--- config.mk ---
export PLATFORM = sky130hd
export DESIGN_NAME = etcp_timer
export DESIGN_NICKNAME = d
export VERILOG_FILES = /design/src/include/etcp_pkg.sv /design/src/hdl/etcp_prescaler.sv /design/src/hdl/etcp_timer.sv
export VERILOG_INCLUDE_DIRS = /design/src /design/src/include
export SDC_FILE = /design/constraint.sdc
export NUM_CORES = 1
export LEC_CHECK = 0
export ABC_AREA = 1
export BUFFER_PORTS_ARGS = -buffer_cell sky130_fd_sc_hd__buf_2
export CORE_ASPECT_RATIO = 0.9
export CORE_UTILIZATION = 45
export DETAILED_ROUTE_END_ITERATION = 16
export PLACE_DENSITY = 0.71
export SETUP_SLACK_MARGIN = 0.4
export SLEW_MARGIN = 0
export SYNTH_ARGS = -nofsm -noshare
export SYNTH_HDL_FRONTEND = slang
export SYNTH_SLANG_ARGS = --single-unit
--- constraint.sdc ---
create_clock -name aclk -period 4.8 [get_ports aclk]
set_clock_uncertainty 0.05 [all_clocks]
set_input_delay 1.2 -clock aclk [delete_from_list [all_inputs] [get_ports aclk]]
set_output_delay 1.2 -clock aclk [all_outputs]
set_load 0.005 [all_outputs]
--- src/include/etcp_params.svh ---
`ifndef ETCP_PARAMS_SVH
`define ETCP_PARAMS_SVH

// Register byte addresses on the AXI4-Lite slave
`define ETCP_ADDR_COUNT 8'h00
`define ETCP_ADDR_INTCTL 8'h04
`define ETCP_ADDR_OPTION 8'h08
`define ETCP_ADDR_WDT 8'h0c

// Option register field positions
`define ETCP_OPT_RATE_LSB 0
`define ETCP_OPT_RATE_MSB 2
`define ETCP_OPT_ASSIGN 3
`define ETCP_OPT_EDGE 4
`define ETCP_OPT_SOURCE 5

// Interrupt control field positions
`define ETCP_INT_FLAG 2
`define ETCP_INT_ENABLE 5

// Reset values
`define ETCP_OPTION_RESET 8'hff
`define ETCP_INTCTL_RESET 8'h00
`define ETCP_COUNT_RESET 8'h00

// Instruction cycle is four clocks; phases Q1..Q4 index 0..3
`define ETCP_PHASES 2'h3
`define ETCP_PHASE_Q2 2'h1
`define ETCP_PHASE_Q4 2'h3
`define ETCP_WRITE_HOLD_CYCLES 2'h2

// Watchdog register layout: bit 0 write clears, reads return all zeros
`define ETCP_WDT_CLEAR 0

// AXI responses
`define ETCP_RESP_OKAY 2'h0
`define ETCP_RESP_SLVERR 2'h2

`endif

--- src/include/etcp_pkg.sv ---
package etcp_pkg;

  typedef struct packed {
    logic source_select;
    logic edge_select;
    logic prescaler_assign;
    logic [2:0] prescale_rate;
  } etcp_config_t;

  typedef enum logic [2:0] {
    etcp_wr_idle = 3'h1,
    etcp_wr_resp = 3'h2,
    etcp_wr_hold = 3'h4
  } etcp_wr_state_t;

endpackage : etcp_pkg

--- src/hdl/etcp_prescaler.sv ---
`timescale 1ns/100ps
`include "etcp_params.svh"

module etcp_prescaler (
  input wire logic aclk,
  input wire logic aresetn,
  input wire logic ce,
  input wire logic clear,
  input wire logic tick_in,
  input wire logic [2:0] rate,
  output logic tick_out
);

  logic [7:0] count;
  logic [7:0] next_count;
  logic [7:0] mask;

  // Division ratio 2^(rate+1): tick on wrap of the low rate+1 bits
  always_comb begin
    mask = 8'hff >> (3'h7 - rate);
    next_count = count + 8'h01;
  end

  always_ff @(posedge aclk) begin
    if (!aresetn) begin
      count <= 8'h00;
    end else if (ce) begin
      if (clear) begin
        count <= 8'h00;
      end else if (tick_in) begin
        count <= next_count;
      end
    end
  end

  // Combinational so the counter sees the divided event in the same cycle
  assign tick_out = tick_in && !clear && ((count & mask) == mask);

endmodule : etcp_prescaler

--- src/hdl/etcp_timer.sv ---
// Functional notes
// - Eight-bit up counter, software readable and writable, internal or external source.
// - Source select clear: count once per instruction cycle, clock divided by four.
// - Source select set: count edges on the external count input.
// - Edge select set counts falling edges, clear counts rising edges.
// - No counting for two instruction cycles after a count write.
// - One prescaler serves timer or watchdog; assign bit set gives it to watchdog.
// - Rate field selects timer division 1:2 up to 1:256 by powers of two.
// - Timer counts undivided only while prescaler belongs to the watchdog.
// - Prescaler count is not visible or writable through any register.
// - Count write clears the prescaler while it belongs to the timer.
// - Watchdog clear resets watchdog and prescaler while assigned to watchdog.
// - Wrap from FFh to 00h sets the overflow flag.
// - Flag sets regardless of enable; enable only gates the request.
// - Counter frozen during sleep, so overflow cannot wake the core.
// - External input synchronised, its edges handed to the prescaler on Q2 and Q4.
// - Overflow enable is a dedicated bit in interrupt control, bit 5, with the flag at bit 2.
//
// The AXI4-Lite interface to the registers and the address map were chosen for this implementation.
`timescale 1ns/100ps
`include "etcp_params.svh"

module etcp_timer (
  input wire logic aclk,
  input wire logic aresetn,
  input wire logic ce,
  input wire logic sleep,
  input wire logic ext_count_input,
  input wire logic watchdog_clear_instr,
  output logic overflow_irq,
  output logic watchdog_tick,
  input wire logic [7:0] s_axi_awaddr,
  input wire logic s_axi_awvalid,
  output logic s_axi_awready,
  input wire logic [31:0] s_axi_wdata,
  input wire logic [3:0] s_axi_wstrb,
  input wire logic s_axi_wvalid,
  output logic s_axi_wready,
  output logic [1:0] s_axi_bresp,
  output logic s_axi_bvalid,
  input wire logic s_axi_bready,
  input wire logic [7:0] s_axi_araddr,
  input wire logic s_axi_arvalid,
  output logic s_axi_arready,
  output logic [31:0] s_axi_rdata,
  output logic [1:0] s_axi_rresp,
  output logic s_axi_rvalid,
  input wire logic s_axi_rready
);

  ////////////////////////////////////////////////////////////////////////////
  // Registers and state

  logic [7:0] timer_count;
  logic [7:0] option_config;
  logic [7:0] interrupt_control;
  etcp_pkg::etcp_config_t cfg;
  logic [1:0] phase;
  logic [1:0] hold_left;
  logic ext_meta;
  logic ext_sync;
  logic ext_prev;
  logic src_edge;
  logic src_seen;
  logic src_event;
  logic pre_tick;
  logic pre_clear;
  logic count_event;
  logic overflow;
  logic q4;

  logic have_aw;
  logic have_w;
  logic [7:0] aw_addr;
  logic [31:0] w_data;
  logic [3:0] w_strb;
  logic wr_fire;
  logic wr_low;
  logic count_write;
  logic wdt_clear;

  assign cfg = '{
    source_select: option_config[`ETCP_OPT_SOURCE],
    edge_select: option_config[`ETCP_OPT_EDGE],
    prescaler_assign: option_config[`ETCP_OPT_ASSIGN],
    prescale_rate: option_config[`ETCP_OPT_RATE_MSB:`ETCP_OPT_RATE_LSB]
  };

  ////////////////////////////////////////////////////////////////////////////
  // Write channel capture, either order

  assign s_axi_awready = !have_aw && !s_axi_bvalid;
  assign s_axi_wready = !have_w && !s_axi_bvalid;
  assign wr_fire = have_aw && have_w && !s_axi_bvalid;
  assign wr_low = w_strb[0];

  always_ff @(posedge aclk) begin
    if (!aresetn) begin
      have_aw <= 1'b0;
      aw_addr <= 8'h00;
    end else if (ce) begin
      if (s_axi_awvalid && s_axi_awready) begin
        have_aw <= 1'b1;
        aw_addr <= s_axi_awaddr;
      end else if (wr_fire) begin
        have_aw <= 1'b0;
      end
    end
  end

  always_ff @(posedge aclk) begin
    if (!aresetn) begin
      have_w <= 1'b0;
      w_data <= 32'h0000_0000;
      w_strb <= 4'h0;
    end else if (ce) begin
      if (s_axi_wvalid && s_axi_wready) begin
        have_w <= 1'b1;
        w_data <= s_axi_wdata;
        w_strb <= s_axi_wstrb;
      end else if (wr_fire) begin
        have_w <= 1'b0;
      end
    end
  end

  always_ff @(posedge aclk) begin
    if (!aresetn) begin
      s_axi_bvalid <= 1'b0;
      s_axi_bresp <= `ETCP_RESP_OKAY;
    end else if (ce) begin
      if (wr_fire) begin
        s_axi_bvalid <= 1'b1;
        case (aw_addr)
          `ETCP_ADDR_COUNT, `ETCP_ADDR_INTCTL, `ETCP_ADDR_OPTION, `ETCP_ADDR_WDT: begin
            s_axi_bresp <= `ETCP_RESP_OKAY;
          end
          default: begin
            s_axi_bresp <= `ETCP_RESP_SLVERR;
          end
        endcase
      end else if (s_axi_bready) begin
        s_axi_bvalid <= 1'b0;
      end
    end
  end

  assign count_write = wr_fire && wr_low && (aw_addr == `ETCP_ADDR_COUNT);
  // Watchdog clear from the core pin or a register write
  assign wdt_clear = watchdog_clear_instr
    || (wr_fire && wr_low && (aw_addr == `ETCP_ADDR_WDT) && w_data[`ETCP_WDT_CLEAR]);

  ////////////////////////////////////////////////////////////////////////////
  // Configuration registers

  always_ff @(posedge aclk) begin
    if (!aresetn) begin
      option_config <= `ETCP_OPTION_RESET;
    end else if (ce && wr_fire && wr_low && aw_addr == `ETCP_ADDR_OPTION) begin
      option_config <= w_data[7:0];
    end
  end

  // Hardware set wins over a software clear in the same cycle
  always_ff @(posedge aclk) begin
    if (!aresetn) begin
      interrupt_control <= `ETCP_INTCTL_RESET;
    end else if (ce) begin
      if (wr_fire && wr_low && aw_addr == `ETCP_ADDR_INTCTL) begin
        interrupt_control <= w_data[7:0];
      end
      if (overflow) begin
        interrupt_control[`ETCP_INT_FLAG] <= 1'b1;
      end
    end
  end

  assign overflow_irq = interrupt_control[`ETCP_INT_FLAG]
    && interrupt_control[`ETCP_INT_ENABLE];

  ////////////////////////////////////////////////////////////////////////////
  // Instruction cycle phases and external input

  always_ff @(posedge aclk) begin
    if (!aresetn) begin
      phase <= 2'h0;
    end else if (ce && !sleep) begin
      phase <= phase + 2'h1;
    end
  end

  assign q4 = (phase == `ETCP_PHASE_Q4);

  always_ff @(posedge aclk) begin
    if (!aresetn) begin
      ext_meta <= 1'b0;
      ext_sync <= 1'b0;
    end else if (ce) begin
      ext_meta <= ext_count_input;
      ext_sync <= ext_meta;
    end
  end

  // Falling edge when edge select is set, rising edge otherwise
  always_ff @(posedge aclk) begin
    if (!aresetn) begin
      ext_prev <= 1'b0;
    end else if (ce) begin
      ext_prev <= ext_sync;
    end
  end

  assign src_edge = cfg.edge_select ? (ext_prev && !ext_sync)
    : (!ext_prev && ext_sync);

  // Edges are latched and handed to the prescaler only on Q2 and Q4
  always_ff @(posedge aclk) begin
    if (!aresetn) begin
      src_seen <= 1'b0;
    end else if (ce) begin
      if (!cfg.source_select || phase == `ETCP_PHASE_Q2 || q4) begin
        src_seen <= 1'b0;
      end else if (src_edge) begin
        src_seen <= 1'b1;
      end
    end
  end

  always_comb begin
    if (cfg.source_select) begin
      src_event = (phase == `ETCP_PHASE_Q2 || q4) && (src_seen || src_edge);
    end else begin
      src_event = q4;
    end
  end

  ////////////////////////////////////////////////////////////////////////////
  // Shared prescaler

  // Prescaler count has no register path; only its tick is observed
  assign pre_clear = cfg.prescaler_assign ? wdt_clear : count_write;

  etcp_prescaler u_prescaler (
    .aclk(aclk),
    .aresetn(aresetn),
    .ce(ce),
    .clear(pre_clear),
    .tick_in(cfg.prescaler_assign ? 1'b1 : (src_event && !sleep)),
    .rate(cfg.prescale_rate),
    .tick_out(pre_tick)
  );

  assign watchdog_tick = cfg.prescaler_assign && pre_tick;

  // Undivided only while the prescaler is lent to the watchdog
  assign count_event = cfg.prescaler_assign ? src_event : pre_tick;

  ////////////////////////////////////////////////////////////////////////////
  // Count register

  // Hold counts instruction-cycle boundaries after a write
  always_ff @(posedge aclk) begin
    if (!aresetn) begin
      hold_left <= 2'h0;
    end else if (ce) begin
      if (count_write) begin
        hold_left <= `ETCP_WRITE_HOLD_CYCLES;
      end else if (q4 && hold_left != 2'h0 && !sleep) begin
        hold_left <= hold_left - 2'h1;
      end
    end
  end

  assign overflow = ce && !sleep && !count_write && hold_left == 2'h0
    && count_event && timer_count == 8'hff;

  always_ff @(posedge aclk) begin
    if (!aresetn) begin
      timer_count <= `ETCP_COUNT_RESET;
    end else if (ce) begin
      if (count_write) begin
        timer_count <= w_data[7:0];
      end else if (!sleep && hold_left == 2'h0 && count_event) begin
        timer_count <= timer_count + 8'h01;
      end
    end
  end

  ////////////////////////////////////////////////////////////////////////////
  // Read channel

  assign s_axi_arready = !s_axi_rvalid;

  always_ff @(posedge aclk) begin
    if (!aresetn) begin
      s_axi_rvalid <= 1'b0;
      s_axi_rdata <= 32'h0000_0000;
      s_axi_rresp <= `ETCP_RESP_OKAY;
    end else if (ce) begin
      if (s_axi_arvalid && s_axi_arready) begin
        s_axi_rvalid <= 1'b1;
        s_axi_rresp <= `ETCP_RESP_OKAY;
        case (s_axi_araddr)
          `ETCP_ADDR_COUNT: begin
            s_axi_rdata <= {24'h000000, timer_count};
          end
          `ETCP_ADDR_INTCTL: begin
            s_axi_rdata <= {24'h000000, interrupt_control};
          end
          `ETCP_ADDR_OPTION: begin
            s_axi_rdata <= {24'h000000, option_config};
          end
          `ETCP_ADDR_WDT: begin
            s_axi_rdata <= 32'h0000_0000;
          end
          default: begin
            s_axi_rdata <= 32'h0000_0000;
            s_axi_rresp <= `ETCP_RESP_SLVERR;
          end
        endcase
      end else if (s_axi_rready) begin
        s_axi_rvalid <= 1'b0;
      end
    end
  end

endmodule : etcp_timer

==> flow_summary_export.csv <==
group,metric,value,unit
sta,worst_slack,1.64,ns
synthesis,synth_top_family_by_area,"simple AND/OR/NAND/NOR gates",
synthesis,netlist_top_cells_count,"nand2_1, dfxtp_1, inv_1",
synthesis,synthAdderAreaFrac,1.70,%
placed_design,finalWeightedCongestion,0.809,
worst_hold_path,holdPathEnd,"interrupt_control[1]",
worst_setup_path,cp-end-kind,"primary output",
synthesis,yosysTopAreaCellShare,38.7,%
global_route,grt_max_degree,52,
sta,max_freq,317,MHz
layout,fin_area,4070,µm²
floorplan,fp.dieW,97.2,µm
synthesis,syn_inst,518,
global_route,antenna_found_initial,0,
synthesis,synth_seq_cells,71,
synthesis,synth_cell_types,38,
synthesis,yosys.cell_count.top_type,"nand2_1",
synthesis,yosys.area_share.simple,26.8,%
clock_network,cts_tree,"built",
placed_design,io_buffers,52,
global_route,grt_busiest_layer,"met2",
synthesis,synth_ff_type,"dfxtp_1",
synthesis,yosys.area_share.xor_xnor,1.67,%
detailed_routing,drc_errors,0,
sta,min_period,3.16,ns
synthesis,synth_edf_count,0,
floorplan,io-pin-count,106,
worst_hold_path,min_path_type,"reg2reg",
power_and_ir_drop,powerDensity,298,nW/µm²
job,drv_cap,0,
worst_setup_path,max_stage_delay,0.13,ns
detailed_routing,via_count,3254,
worst_setup_path,cp.required,3.55,ns
layout,area_growth,11.0,%
synthesis,async_flop_share,0,%
clock_network,clockBufferDepth,2,
clock_network,cts_root_buffer,"clkbuf_8",
worst_setup_path,r2r-start,"s_axi_bvalid",
layout,fin_nets,632,
worst_setup_path,start_kind,"input port",
layout,drive_above_1_share,17.2,%
detailed_routing,wl,7990,µm
detailed_routing,wire_per_inst,12.0,µm
global_route,grt_overflow_total,0,
clock_network,clkSlewWorstSetupHoldPaths,0.08,ns
sta,rsz0062_at_grt,"no",
synthesis,yosysTopAreaCell,"dfxtp_1",
sta,whs,0.399,ns
global_route,grt_pass1_vias,2965,
worst_setup_path,critPathSlowestCell,"buf_2",
clock_network,cts.sinks,71,
sta,fin_setup_tns,0,ns
clock_network,ctsResizeCount,0,
global_route,grtUsageMet3,5.91,%
power_and_ir_drop,leakagePower,1.82,nW
floorplan,die_y,87.7,µm
floorplan,initial_core_util,47.5,%
clock_network,cts-buffers-inserted,9,
detailed_routing,ant_nets,0,
sta,hold_viol_final,0,
worst_setup_path,path_class,"in2out",
worst_setup_path,cp_data_arrival_time,1.91,ns
synthesis,synthMuxAreaShare,0,%
synthesis,synth_area,3670,µm²
worst_setup_path,crit_fanout,7,
synthesis,ys_warn_count,0,
clock_network,cts_hold_buf,0,
placed_design,place_hpwl,5710,µm
placed_design,place_area,3870,µm²
worst_setup_path,r2r_cells,8,
detailed_routing,drt_iter0_drc,171,
detailed_routing,via_per_inst,4.89,
global_route,use_met2,33.5,%
clock_network,postCtsSetupRepairBufs,0,
sta,setup_viol,0,
sta,fin_crit_sh,65.8,%
synthesis,synth.yosys.seq_area_share,38.7,%
clock_network,clock_latency,0.36,ns
synthesis,synth_compound_area_share,17.2,%
sta,relSlewSlack,43.2,%
worst_hold_path,hp-start,"interrupt_control[1]",
synthesis,syn_area_per_cell,7.08,µm²
global_route,grt_pass1_wl,13600,µm
layout,fin_util,52.7,%
layout,n_antenna_cell,0,
global_route,grt_use_met1,24.8,%
global_route,grt_use_total,20.1,%
sta,slew_viol_final,0,
worst_setup_path,cp_cell_sequence,"buf_2, nor2_1, nand2_1, nand2_4, nand2_1, nor2_1, buf_2",
placed_design,pre_cts_slack,1.64,ns
power_and_ir_drop,ir_worst_vdd,153,µV
synthesis,synth.area.top_cells,"dfxtp_1, nand2_1, a21oi_1, inv_1, o21ai_0",
floorplan,die_area,8520,µm²
detailed_routing,dr.pass1.iters,4,
outcome,status,"complete, no violations",
worst_setup_path,rr_endpoint,"interrupt_control[2]",
floorplan,rows,30,
floorplan,core,7730,µm²
clock_network,htree_levels,3,
worst_setup_path,r2r_slack,2.64,ns
worst_hold_path,min_path_cells,2,
sta,worst_pin_slew,0.851,ns
-- routing by layer --
layer  part of all wire [%]  vias up
met5                      0        -
met4                    1.2        0
met3                    5.0        9
met2                     45       78
met1                     49     1442
li1                       -     1725
-- through the flow --
step / power (mW) / std cells
floorplan: 0.721 / 543
global placement: 0.737 / 649
finish: 1.21 / 665
global route: 1.27 / 665
detailed placement: 0.740 / 649
CTS: 1.22 / 665
-- how the worst max path moves through the flow --
stage / startpoint / endpoint / slack (ns) / cells after the start
global placement: watchdog_clear_instr / watchdog_tick / 1.63 / 7
finish: watchdog_clear_instr / watchdog_tick / 1.64 / 7
global route: watchdog_clear_instr / watchdog_tick / 1.56 / 7
floorplan: watchdog_clear_instr / watchdog_tick / 1.95 / 5
CTS: watchdog_clear_instr / watchdog_tick / 1.64 / 7
detailed placement: watchdog_clear_instr / watchdog_tick / 1.64 / 7
-- kinds of logic after synthesis --
group,after synthesis
AOI/OAI and AO/OA,115
xor gates and xnor gates,7
adders and majority gates,5
buffers and inverters,105
DFF,71
other,1
and+or+nand+nor,214
-- cell usage in the layout (no fill, tap or decap), types with 6 or more instances in the layout --
master    count
nand2_1     106
dfxtp_1      71
inv_1        56
buf_2        52
nor2_1       49
a21oi_1      48
o21ai_0      40
conb_1       26
nand3_1      16
o211ai_1     16
clkbuf_8     10
nand2_2       8
nor3_1        6
xor2_1        6
-- cell type report --
class,instances,area [µm²]
clock buffer,11,141
fill,773,3660
tap,96,120
sequential,71,1420
timing repair buffer,52,260
multi-input combinational,367,1840
inverter,63,236
clock inverter,5,57.6
-- power by group --
part	switching [mW]	internal, mW	total [mW]	leakage (nW)
Clock	0.232	0.254	0.487	0.103
Combinational	0.0715	0.0362	0.108	1.14
Sequential	0.0121	0.607	0.619	0.578
-- state kept, by name, indices dropped and copies added (netlist names), 2 cells and up --
name / cells
s_axi_rdata: 8
u_prescaler.count: 8
hold_left: 2
timer_count: 8
w_data: 8
phase: 2
aw_addr: 8
option_config: 8
interrupt_control: 8
-- critical path, delay by kind of cell --
kind / cells / cell delay [ns]
simple gates: 5 / 0.47
buf+inv: 2 / 0.24
Power figures use the tool's default switching activity.
